## src/rtl/wdt_defs.svh

```systemverilog
// Offsets, fields, reset values and timing counts of the watchdog block
`ifndef WDT_DEFS_SVH
`define WDT_DEFS_SVH
`define WDT_OFF_INIT 12'h000
`define WDT_OFF_COUNT 12'h004
`define WDT_OFF_CTRL 12'h008
`define WDT_OFF_STAT 12'h00C
`define WDT_OFF_MASK 12'h010
`define WDT_CTRL_HALT 0
`define WDT_CTRL_INHIBIT 1
`define WDT_CTRL_ALERT 2
`define WDT_CTRL_LOCK 3
`define WDT_EV_ZERO 0
`define WDT_EV_SECOND 1
`define WDT_EV_ALERT 2
`define WDT_CNT_W 10
`define WDT_INIT_RST 10'h004
`define WDT_MIN_CNT 10'h002
`define WDT_MAX_CNT 10'h3FF
`define WDT_PERIOD_MS 1200
`define WDT_CLK_KHZ 200000
`define WDT_PERIOD_CYC (`WDT_PERIOD_MS * `WDT_CLK_KHZ)
`define WDT_RST_PULSE_NS 1000
`define WDT_RST_PULSE_CYC (`WDT_RST_PULSE_NS / 5)
`endif

```

## src/rtl/wdt_pkg.sv

```systemverilog
// Types shared by the watchdog block
package wdt_pkg;
  typedef struct packed {
    logic [11:0] paddr;
    logic psel;
    logic penable;
    logic pwrite;
    logic [31:0] pwdata;
  } wdt_apb_req_t;
  typedef struct packed {
    logic halt;
    logic inhibit;
    logic alert_en;
    logic lock;
  } wdt_ctrl_t;
  typedef enum logic [1:0] {
    WDT_RUN,
    WDT_ARMED,
    WDT_RESET,
    WDT_DEAD
  } wdt_state_t;
endpackage

```

## src/rtl/wdt_tick.sv

```systemverilog
// Count period prescaler: one pulse per count period
`timescale 1ns/1ps
`include "wdt_defs.svh"
module wdt_tick #(
  parameter int unsigned PERIOD_CYC = `WDT_PERIOD_CYC
) (
  input wire logic clk,
  input wire logic rst,
  input wire logic restart,
  output logic tick
);
  typedef struct packed {
    logic [31:0] cnt;
    logic tick;
  } wdt_tick_st_t;
  wdt_tick_st_t s_q;
  wdt_tick_st_t s_d;
  always_comb begin
    s_d = s_q;
    s_d.tick = 1'b0;
    if (restart) begin
      s_d.cnt = 32'h0;
    end else if (s_q.cnt >= PERIOD_CYC - 1) begin
      s_d.cnt = 32'h0;
      s_d.tick = 1'b1;
    end else begin
      s_d.cnt = s_q.cnt + 32'h1;
    end
  end
  always_ff @(posedge clk or posedge rst) begin
    if (rst) begin
      s_q <= '0;
    end else begin
      s_q <= s_d;
    end
  end
  assign tick = s_q.tick;
endmodule // wdt_tick

```

## src/rtl/wdt_alert.sv

```systemverilog
// Serialises a timeout alert code onto the LAN sideband
`timescale 1ns/1ps
module wdt_alert (
  input wire logic clk,
  input wire logic rst,
  input wire logic send,
  input wire logic [7:0] code,
  output logic busy,
  output logic txd,
  output logic txv
);
  typedef struct packed {
    logic [7:0] sh;
    logic [3:0] n;
    logic txd;
    logic txv;
  } wdt_alert_st_t;
  wdt_alert_st_t s_q;
  wdt_alert_st_t s_d;
  always_comb begin
    s_d = s_q;
    if (s_q.n != 4'h0) begin
      s_d.txd = s_q.sh[7];
      s_d.txv = 1'b1;
      s_d.sh = {s_q.sh[6:0], 1'b0};
      s_d.n = s_q.n - 4'h1;
    end else begin
      s_d.txd = 1'b0;
      s_d.txv = 1'b0;
      if (send) begin
        s_d.sh = code;
        s_d.n = 4'h8;
      end
    end
  end
  always_ff @(posedge clk or posedge rst) begin
    if (rst) begin
      s_q <= '0;
    end else begin
      s_q <= s_d;
    end
  end
  assign busy = (s_q.n != 4'h0);
  assign txd = s_q.txd;
  assign txv = s_q.txv;
endmodule // wdt_alert

```

## src/rtl/wdt_top.sv

```systemverilog
// Watchdog down-counter with management interrupt, reset and alert
`timescale 1ns/1ps
`include "wdt_defs.svh"
module wdt_top #(
  parameter int unsigned PERIOD_CYC = `WDT_PERIOD_CYC
) (
  input wire logic REF_CLK,
  input wire logic RST,
  input wire logic [11:0] PADDR,
  input wire logic PSEL,
  input wire logic PENABLE,
  input wire logic PWRITE,
  input wire logic [31:0] PWDATA,
  output logic [31:0] PRDATA,
  output logic PREADY,
  output logic PSLVERR,
  input wire logic STRAP_REBOOT_INHIBIT,
  output logic MGMT_INTERRUPT,
  output logic IRQ,
  output logic PLATFORM_RESET,
  output logic ALERT_TXD,
  output logic ALERT_TXV
);
  typedef struct packed {
    logic [`WDT_CNT_W-1:0] init;
    logic [`WDT_CNT_W-1:0] count;
    wdt_pkg::wdt_ctrl_t ctrl;
    logic [2:0] stat;
    logic [2:0] mask;
    wdt_pkg::wdt_state_t state;
    logic strap;
    logic strap_seen;
    logic [7:0] rst_cnt;
    logic mgmt;
    logic irq;
    logic prst;
    logic [31:0] prdata;
    logic pready;
    logic pslverr;
    logic alert_go;
  } wdt_st_t;
  wdt_st_t s_q;
  wdt_st_t s_d;
  wdt_pkg::wdt_apb_req_t req;
  logic tick;
  logic alert_busy;
  logic restart;
  logic wr;
  logic rd;
  logic [2:0] ev;
  logic blocked;

  // Register select decode, used for write and read paths
  function automatic logic hit(input logic [11:0] a, input logic [11:0] o);
    hit = (a == o);
  endfunction

  assign req = '{paddr: PADDR, psel: PSEL, penable: PENABLE,
                 pwrite: PWRITE, pwdata: PWDATA};
  assign wr = req.psel && req.penable && req.pwrite && !s_q.pready;
  assign rd = req.psel && req.penable && !req.pwrite && !s_q.pready;
  // Prescaler restarts on reload so the first period is a full one
  assign restart = wr && hit(req.paddr, `WDT_OFF_COUNT);
  assign blocked = s_q.strap || s_q.ctrl.lock;

  wdt_tick #(.PERIOD_CYC(PERIOD_CYC)) u_tick (
    .clk(REF_CLK),
    .rst(RST),
    .restart(restart),
    .tick(tick)
  );

  wdt_alert u_alert (
    .clk(REF_CLK),
    .rst(RST),
    .send(s_q.alert_go),
    .code({5'h0, s_q.stat}),
    .busy(alert_busy),
    .txd(ALERT_TXD),
    .txv(ALERT_TXV)
  );

  always_comb begin
    s_d = s_q;
    ev = 3'h0;
    s_d.pready = 1'b0;
    s_d.pslverr = 1'b0;
    s_d.alert_go = 1'b0;
    // Strap is caught once, after reset release, never under reset
    if (!s_q.strap_seen) begin
      s_d.strap = STRAP_REBOOT_INHIBIT;
      s_d.strap_seen = 1'b1;
    end
    if (restart) begin
      s_d.count = s_q.init;
      if (s_q.state == wdt_pkg::WDT_ARMED) begin
        s_d.state = wdt_pkg::WDT_RUN;
      end
    end else if (tick && s_q.state != wdt_pkg::WDT_DEAD) begin
      if (!s_q.ctrl.halt) begin
        if (s_q.count > `WDT_CNT_W'(1)) begin
          s_d.count = s_q.count - `WDT_CNT_W'(1);
        end else if (s_q.state == wdt_pkg::WDT_RUN) begin
          s_d.count = s_q.init;
          s_d.state = wdt_pkg::WDT_ARMED;
          ev[`WDT_EV_ZERO] = 1'b1;
        end else if (s_q.state == wdt_pkg::WDT_ARMED) begin
          ev[`WDT_EV_SECOND] = 1'b1;
          s_d.count = s_q.init;
          if (!s_q.ctrl.inhibit && !blocked) begin
            s_d.state = wdt_pkg::WDT_RESET;
            s_d.rst_cnt = 8'(`WDT_RST_PULSE_CYC);
          end else begin
            s_d.state = wdt_pkg::WDT_RUN;
          end
          if (s_q.ctrl.alert_en && !alert_busy) begin
            s_d.alert_go = 1'b1;
            ev[`WDT_EV_ALERT] = 1'b1;
          end
        end
      end
    end
    if (s_q.state == wdt_pkg::WDT_RESET) begin
      if (s_q.rst_cnt == 8'h00) begin
        s_d.state = wdt_pkg::WDT_RUN;
      end else begin
        s_d.rst_cnt = s_q.rst_cnt - 8'h01;
      end
    end
    if (blocked) begin
      s_d.state = wdt_pkg::WDT_DEAD;
    end
    // APB writes; one wait cycle, then a PREADY cycle, per transfer
    if (wr) begin
      s_d.pready = 1'b1;
      if (hit(req.paddr, `WDT_OFF_INIT)) begin
        s_d.init = (req.pwdata[`WDT_CNT_W-1:0] == '0) ?
                   `WDT_MAX_CNT : req.pwdata[`WDT_CNT_W-1:0];
      end else if (hit(req.paddr, `WDT_OFF_CTRL)) begin
        s_d.ctrl.halt = req.pwdata[`WDT_CTRL_HALT];
        // Inhibit and lock are sticky once set, against errant software
        s_d.ctrl.inhibit = s_q.ctrl.inhibit | req.pwdata[`WDT_CTRL_INHIBIT];
        s_d.ctrl.alert_en = req.pwdata[`WDT_CTRL_ALERT];
        s_d.ctrl.lock = s_q.ctrl.lock | req.pwdata[`WDT_CTRL_LOCK];
      end else if (hit(req.paddr, `WDT_OFF_STAT)) begin
        s_d.stat = s_q.stat & ~req.pwdata[2:0];
      end else if (hit(req.paddr, `WDT_OFF_MASK)) begin
        s_d.mask = req.pwdata[2:0];
      end else if (!restart) begin
        s_d.pslverr = 1'b1;
      end
    end
    if (rd) begin
      s_d.pready = 1'b1;
      s_d.prdata = 32'h0;
      if (hit(req.paddr, `WDT_OFF_INIT)) begin
        s_d.prdata = {22'h0, s_q.init};
      end else if (hit(req.paddr, `WDT_OFF_COUNT)) begin
        s_d.prdata = {22'h0, s_q.count};
      end else if (hit(req.paddr, `WDT_OFF_CTRL)) begin
        s_d.prdata = {28'h0, s_q.ctrl.lock, s_q.ctrl.alert_en,
                      s_q.ctrl.inhibit, s_q.ctrl.halt};
        s_d.prdata[4] = (s_q.state == wdt_pkg::WDT_DEAD);
        s_d.prdata[5] = s_q.strap;
      end else if (hit(req.paddr, `WDT_OFF_STAT)) begin
        s_d.prdata = {29'h0, s_q.stat};
      end else if (hit(req.paddr, `WDT_OFF_MASK)) begin
        s_d.prdata = {29'h0, s_q.mask};
      end else begin
        s_d.pslverr = 1'b1;
      end
    end
    // Set wins over a same-cycle clear
    s_d.stat = s_d.stat | ev;
    s_d.mgmt = s_d.stat[`WDT_EV_ZERO] & s_d.mask[`WDT_EV_ZERO];
    s_d.irq = |(s_d.stat & s_d.mask);
    s_d.prst = (s_d.state == wdt_pkg::WDT_RESET);
  end

  always_ff @(posedge REF_CLK or posedge RST) begin
    if (RST) begin
      s_q <= '{init: `WDT_INIT_RST, count: `WDT_INIT_RST,
               ctrl: '0, stat: 3'h0, mask: 3'h0,
               state: wdt_pkg::WDT_RUN, strap: 1'b0, strap_seen: 1'b0,
               rst_cnt: 8'h00, mgmt: 1'b0, irq: 1'b0, prst: 1'b0,
               prdata: 32'h0, pready: 1'b0, pslverr: 1'b0,
               alert_go: 1'b0};
    end else begin
      s_q <= s_d;
    end
  end

  assign PRDATA = s_q.prdata;
  assign PREADY = s_q.pready;
  assign PSLVERR = s_q.pslverr;
  assign MGMT_INTERRUPT = s_q.mgmt;
  assign IRQ = s_q.irq;
  assign PLATFORM_RESET = s_q.prst;
endmodule // wdt_top

```

## config.mk

```make
export PLATFORM = sky130hd
export DESIGN_NAME = wdt_top
export DESIGN_NICKNAME = d
export VERILOG_FILES = /design/src/rtl/wdt_pkg.sv /design/src/rtl/wdt_tick.sv /design/src/rtl/wdt_alert.sv /design/src/rtl/wdt_top.sv
export VERILOG_INCLUDE_DIRS = /design/src /design/src/rtl
export SDC_FILE = /design/constraint.sdc
export NUM_CORES = 1
export LEC_CHECK = 0
export BUFFER_PORTS_ARGS = -buffer_cell sky130_fd_sc_hd__buf_2
export CAP_MARGIN = 30
export CORE_ASPECT_RATIO = 1.5
export CORE_MARGIN = 2
export CORE_UTILIZATION = 40
export DETAILED_ROUTE_END_ITERATION = 6
export HOLD_SLACK_MARGIN = 0.1
export PLACE_DENSITY = 0.66
export SLEW_MARGIN = 20
export SYNTH_ARGS = -nofsm -noshare
export SYNTH_HDL_FRONTEND = slang
export SYNTH_SLANG_ARGS = --single-unit
export TNS_END_PERCENT = 5
```

## constraint.sdc

```tcl
create_clock -name REF_CLK -period 6.4 [get_ports REF_CLK]
set_input_delay 0.32 -clock REF_CLK [delete_from_list [all_inputs] [get_ports REF_CLK]]
set_output_delay 0.32 -clock REF_CLK [all_outputs]
set_load 0.03 [all_outputs]
```

==> out/metrics.csv <==
stage,metric,value,unit
yosys,yosys.area.top_type_share,44.9,%
worst_setup_path,crit_family,simple AND/OR/NAND/NOR gates,
floorplanning,dieArea,15300,µm²
clocking,root_buffer,clkbuf_16,
placement,place.gp.congestion,0.840,
floorplanning,initial_core_util,41.0,%
drt,vias,4348,
clocking,hold_buffers,1,
drt,drc,0,
power,p_per_area,233,nW/µm²
hold_path,hold_class,primary input to flop,
worst_setup_path,reg2reg_from,s_q[60]$_DFFE_PP0P_,
status,outcome,finished clean,
drt,drtIter0Drc,287,
floorplanning,ioPinCount,89,
worst_setup_path,critPathMaxFanout,16,
sta,finalSetupTns,0,ns
sta,worst_pin_slew,0.929,ns
grt,grt_pass1_vias,4245,
clocking,cts_tree,yes,
drt,first_pass_iters,5,
layout,layout.nets,682,
sta,fin_crit_sh,41.0,%
sta,period_needed,2.63,ns
sta,finClkSkew,0.0115,ns
clocking,max-clock-path-buffers,2,
sta,rsz0062_at_grt,false,
yosys,netlist_instances,592,
placement,post-dp-hpwl,9150,µm
worst_setup_path,worst_path_largest_cell_delay,0.83,ns
run,drv_cap,0,
clocking,ctsResizeCount,0,
layout,fillers,1317,
clocking,clk_pin_slew_worst_paths,0.07,ns
power,p_total,1470,µW
yosys,synth.ff_latch_count,105,
grt,antenna_found_initial,0,
clocking,cts_setup_buffers,0,
layout,antennaDiodeCount,0,
floorplanning,fp.coreArea,14000,µm²
yosys,synth_area_leaders,"dfrtp_1, buf_4, nor2_1, nor3_1, nand2_1",
sta,setup-violations-final,0,
worst_setup_path,crit_type,primary input to flop,
sta,slew_headroom,37.8,%
yosys,ys_async_sr_fraction,100,%
worst_setup_path,reg2reg_to,s_q[69]$_DFFE_PP0P_,
grt,grt_pass1_wl,20300,µm
worst_setup_path,crit_chain,"buf_2, or4_4, nor4b_4, a21oi_2, mux2_2, o22a_1",
yosys,synth_edf_count,0,
drt,via_per_inst,5.31,
yosys,avgSynthCellArea,9.69,µm²
yosys,seq_area_frac_synth,45.9,%
worst_setup_path,startpoint_type,primary input,
worst_setup_path,r2r_slack,3.84,ns
floorplanning,die_w,102,µm
layout,final_util,45.0,%
yosys,synth_area,5730,µm²
yosys,synth_top_cell_by_area,dfrtp_1,
worst_setup_path,critPathCaptureType,flop,
hold_path,min_to,s_q[47]$_DFFE_PP0N_,
yosys,yosys_warnings,0,
grt,grt_busiest_layer,met2,
power,ir_drop,0.142,mV
power,p_leak,0.00286,µW
worst_setup_path,rr_worst_depth,7,
clocking,clkLatencyLatePin,0.35,ns
worst_setup_path,cp_num_buf_inv,1,
floorplanning,die_h,151,µm
worst_setup_path,crit_arrival,2.87,ns
sta,max_freq,0.381,GHz
yosys,synth.distinct_cells,76,
layout,drive_gt1_share,16.1,%
worst_setup_path,slowest_stage,nor4b_4,
clocking,clock-sinks,105,
drt,wl_per_cell,14.9,µm
grt,met2_usage,30.0,%
hold_path,hp-start,STRAP_REBOOT_INHIBIT,
drt,drt_wl_total,12200,µm
grt,grt.total_usage,16.8,%
sta,hold_viol_final,0,
sta,slew_viol_final,0,
grt,grt_max_degree,60,
placement,port_buffers,44,
floorplanning,num_rows,53,
clocking,cts_buffers,9,
worst_setup_path,cp_data_required_time,6.64,ns
clocking,cts-htree-levels,3,
hold_path,min_path_cells,2,
yosys,yosys_most_used_dff,dfrtp_1,
grt,grtUsageMet3,3.16,%
grt,grt_util_met1,19.4,%
layout,area_delta_synth_final,9.86,%
grt,gr-total-overflow,0,
drt,postRouteAntennaNets,0,
[cells in the mapped netlist, drive strengths merged, types with 3 or more instances]
| cell | count |
|---|---|
| or3 | 7 |
| o21ai | 11 |
| o31ai | 4 |
| buf | 44 |
| mux2i | 11 |
| and3 | 8 |
| dfrtp | 103 |
| nor3 | 38 |
| a21boi | 3 |
| xor2 | 18 |
| o22ai | 5 |
| and4 | 3 |
| ha | 10 |
| or2 | 3 |
| nand2 | 47 |
| o22a | 4 |
| and2 | 10 |
| nor3b | 5 |
| inv | 25 |
| nand3b | 5 |
| nor4b | 4 |
| clkbuf | 15 |
| a211oi | 5 |
| o2bb2ai | 7 |
| mux2 | 7 |
| nand4 | 7 |
| nand3 | 17 |
| or4 | 6 |
| or4b | 3 |
| nor2 | 54 |
| a21oi | 31 |
| a32oi | 4 |
| nor4 | 16 |
| a21o | 4 |
| xnor2 | 9 |
[power by group]
group	internal [µW]	total (µW)	switching [µW]	leakage, µW
clock network	282	536	254	0.000143
registers	689	719	30.7	0.00138
logic	78.4	210	132	0.00134
total	1050	1470	417	0.00286
[flip-flops by register name, summed over array words and instances, names as in the netlist]
register,count
IRQ,1
MGMT_INTERRUPT,1
PLATFORM_RESET,1
PRDATA,10
PREADY,1
PSLVERR,1
s_q,43
u_alert.s_q,12
u_alert.txd,1
u_alert.txv,1
u_tick.s_q,32
u_tick.tick,1
[area by class of cell]
class / instances / area (µm²) / share of cell area, %
clock inverter: 5 / 46.3 / 0.735
clock buffer: 11 / 243 / 3.85
inverter: 25 / 96.3 / 1.53
tap: 192 / 240 / 3.81
sequential: 105 / 2630 / 41.7
multi-input combinational: 428 / 2730 / 43.4
timing repair buffer: 53 / 310 / 4.93
[logic make-up (layout without fill, tap and decap cells)]
group	Yosys count	count (layout)	share of synthesized area, %
flip-flops	105	105	45.9
AO/OA/AOI/OAI	103	103	12.9
AND/OR/NAND/NOR	243	243	23.2
XOR/XNOR	27	27	4.12
multiplexers	18	18	3.29
adder cells (fa/ha/maj)	10	10	2.18
other	2	27	0.131
buffers and inverters	84	94	8.29
[stage by stage]
step	setup slack, ns	cells	hold WS [ns]	area, µm²
floorplan	3.32	617	0.434	5830
global placement	3.46	800	0.262	5960
detailed placement	3.44	802	0.269	6000
CTS	3.81	819	0.190	6300
global route	3.68	819	0.205	6300
finish	3.77	819	0.203	6300
[layout by cell type, fill, tap and decap left out, types with 4 or more instances in the layout]
cell type    n
buf_2       44
nand2_1     46
clkbuf_16    9
nand3b_1     5
inv_1       24
nor3_1      36
xor2_1      18
and2_1       9
nand3_1     17
nor2_1      53
ha_1        10
mux2_2       7
nand4_1      7
and3_1       8
mux2i_1     11
dfrtp_1    103
a32oi_1      4
o22ai_1      5
o2bb2ai_1    7
or3_1        5
o21ai_0     10
buf_4        7
nor4_1      14
xnor2_1      9
o22a_1       4
nor3b_1      5
or4_1        4
o31ai_1      4
conb_1      27
a21oi_1     30
a21o_1       4
[worst max-delay path by stage]
stage | startpoint | end | slack, ns | cells past startpoint
after CTS | PADDR[1] | s_q[69]$_DFFE_PP0P_ | 3.81 | 6
after global placement | PADDR[1] | s_q[69]$_DFFE_PP0P_ | 3.46 | 6
after detailed placement | PADDR[1] | s_q[69]$_DFFE_PP0P_ | 3.44 | 6
after floorplan | RST | IRQ$_DFF_PP0_ | 3.32 | 1
final | PADDR[1] | s_q[69]$_DFFE_PP0P_ | 3.77 | 6
after global routing | PADDR[1] | s_q[67]$_DFFE_PP0P_ | 3.68 | 6
[layer usage]
layer	vias to the layer above	share of wire, %
li1	2131	-
met4	0	3.0
met3	23	3.3
met2	84	53
met5	-	0
met1	2110	41
Power figures use the tool's default switching activity.
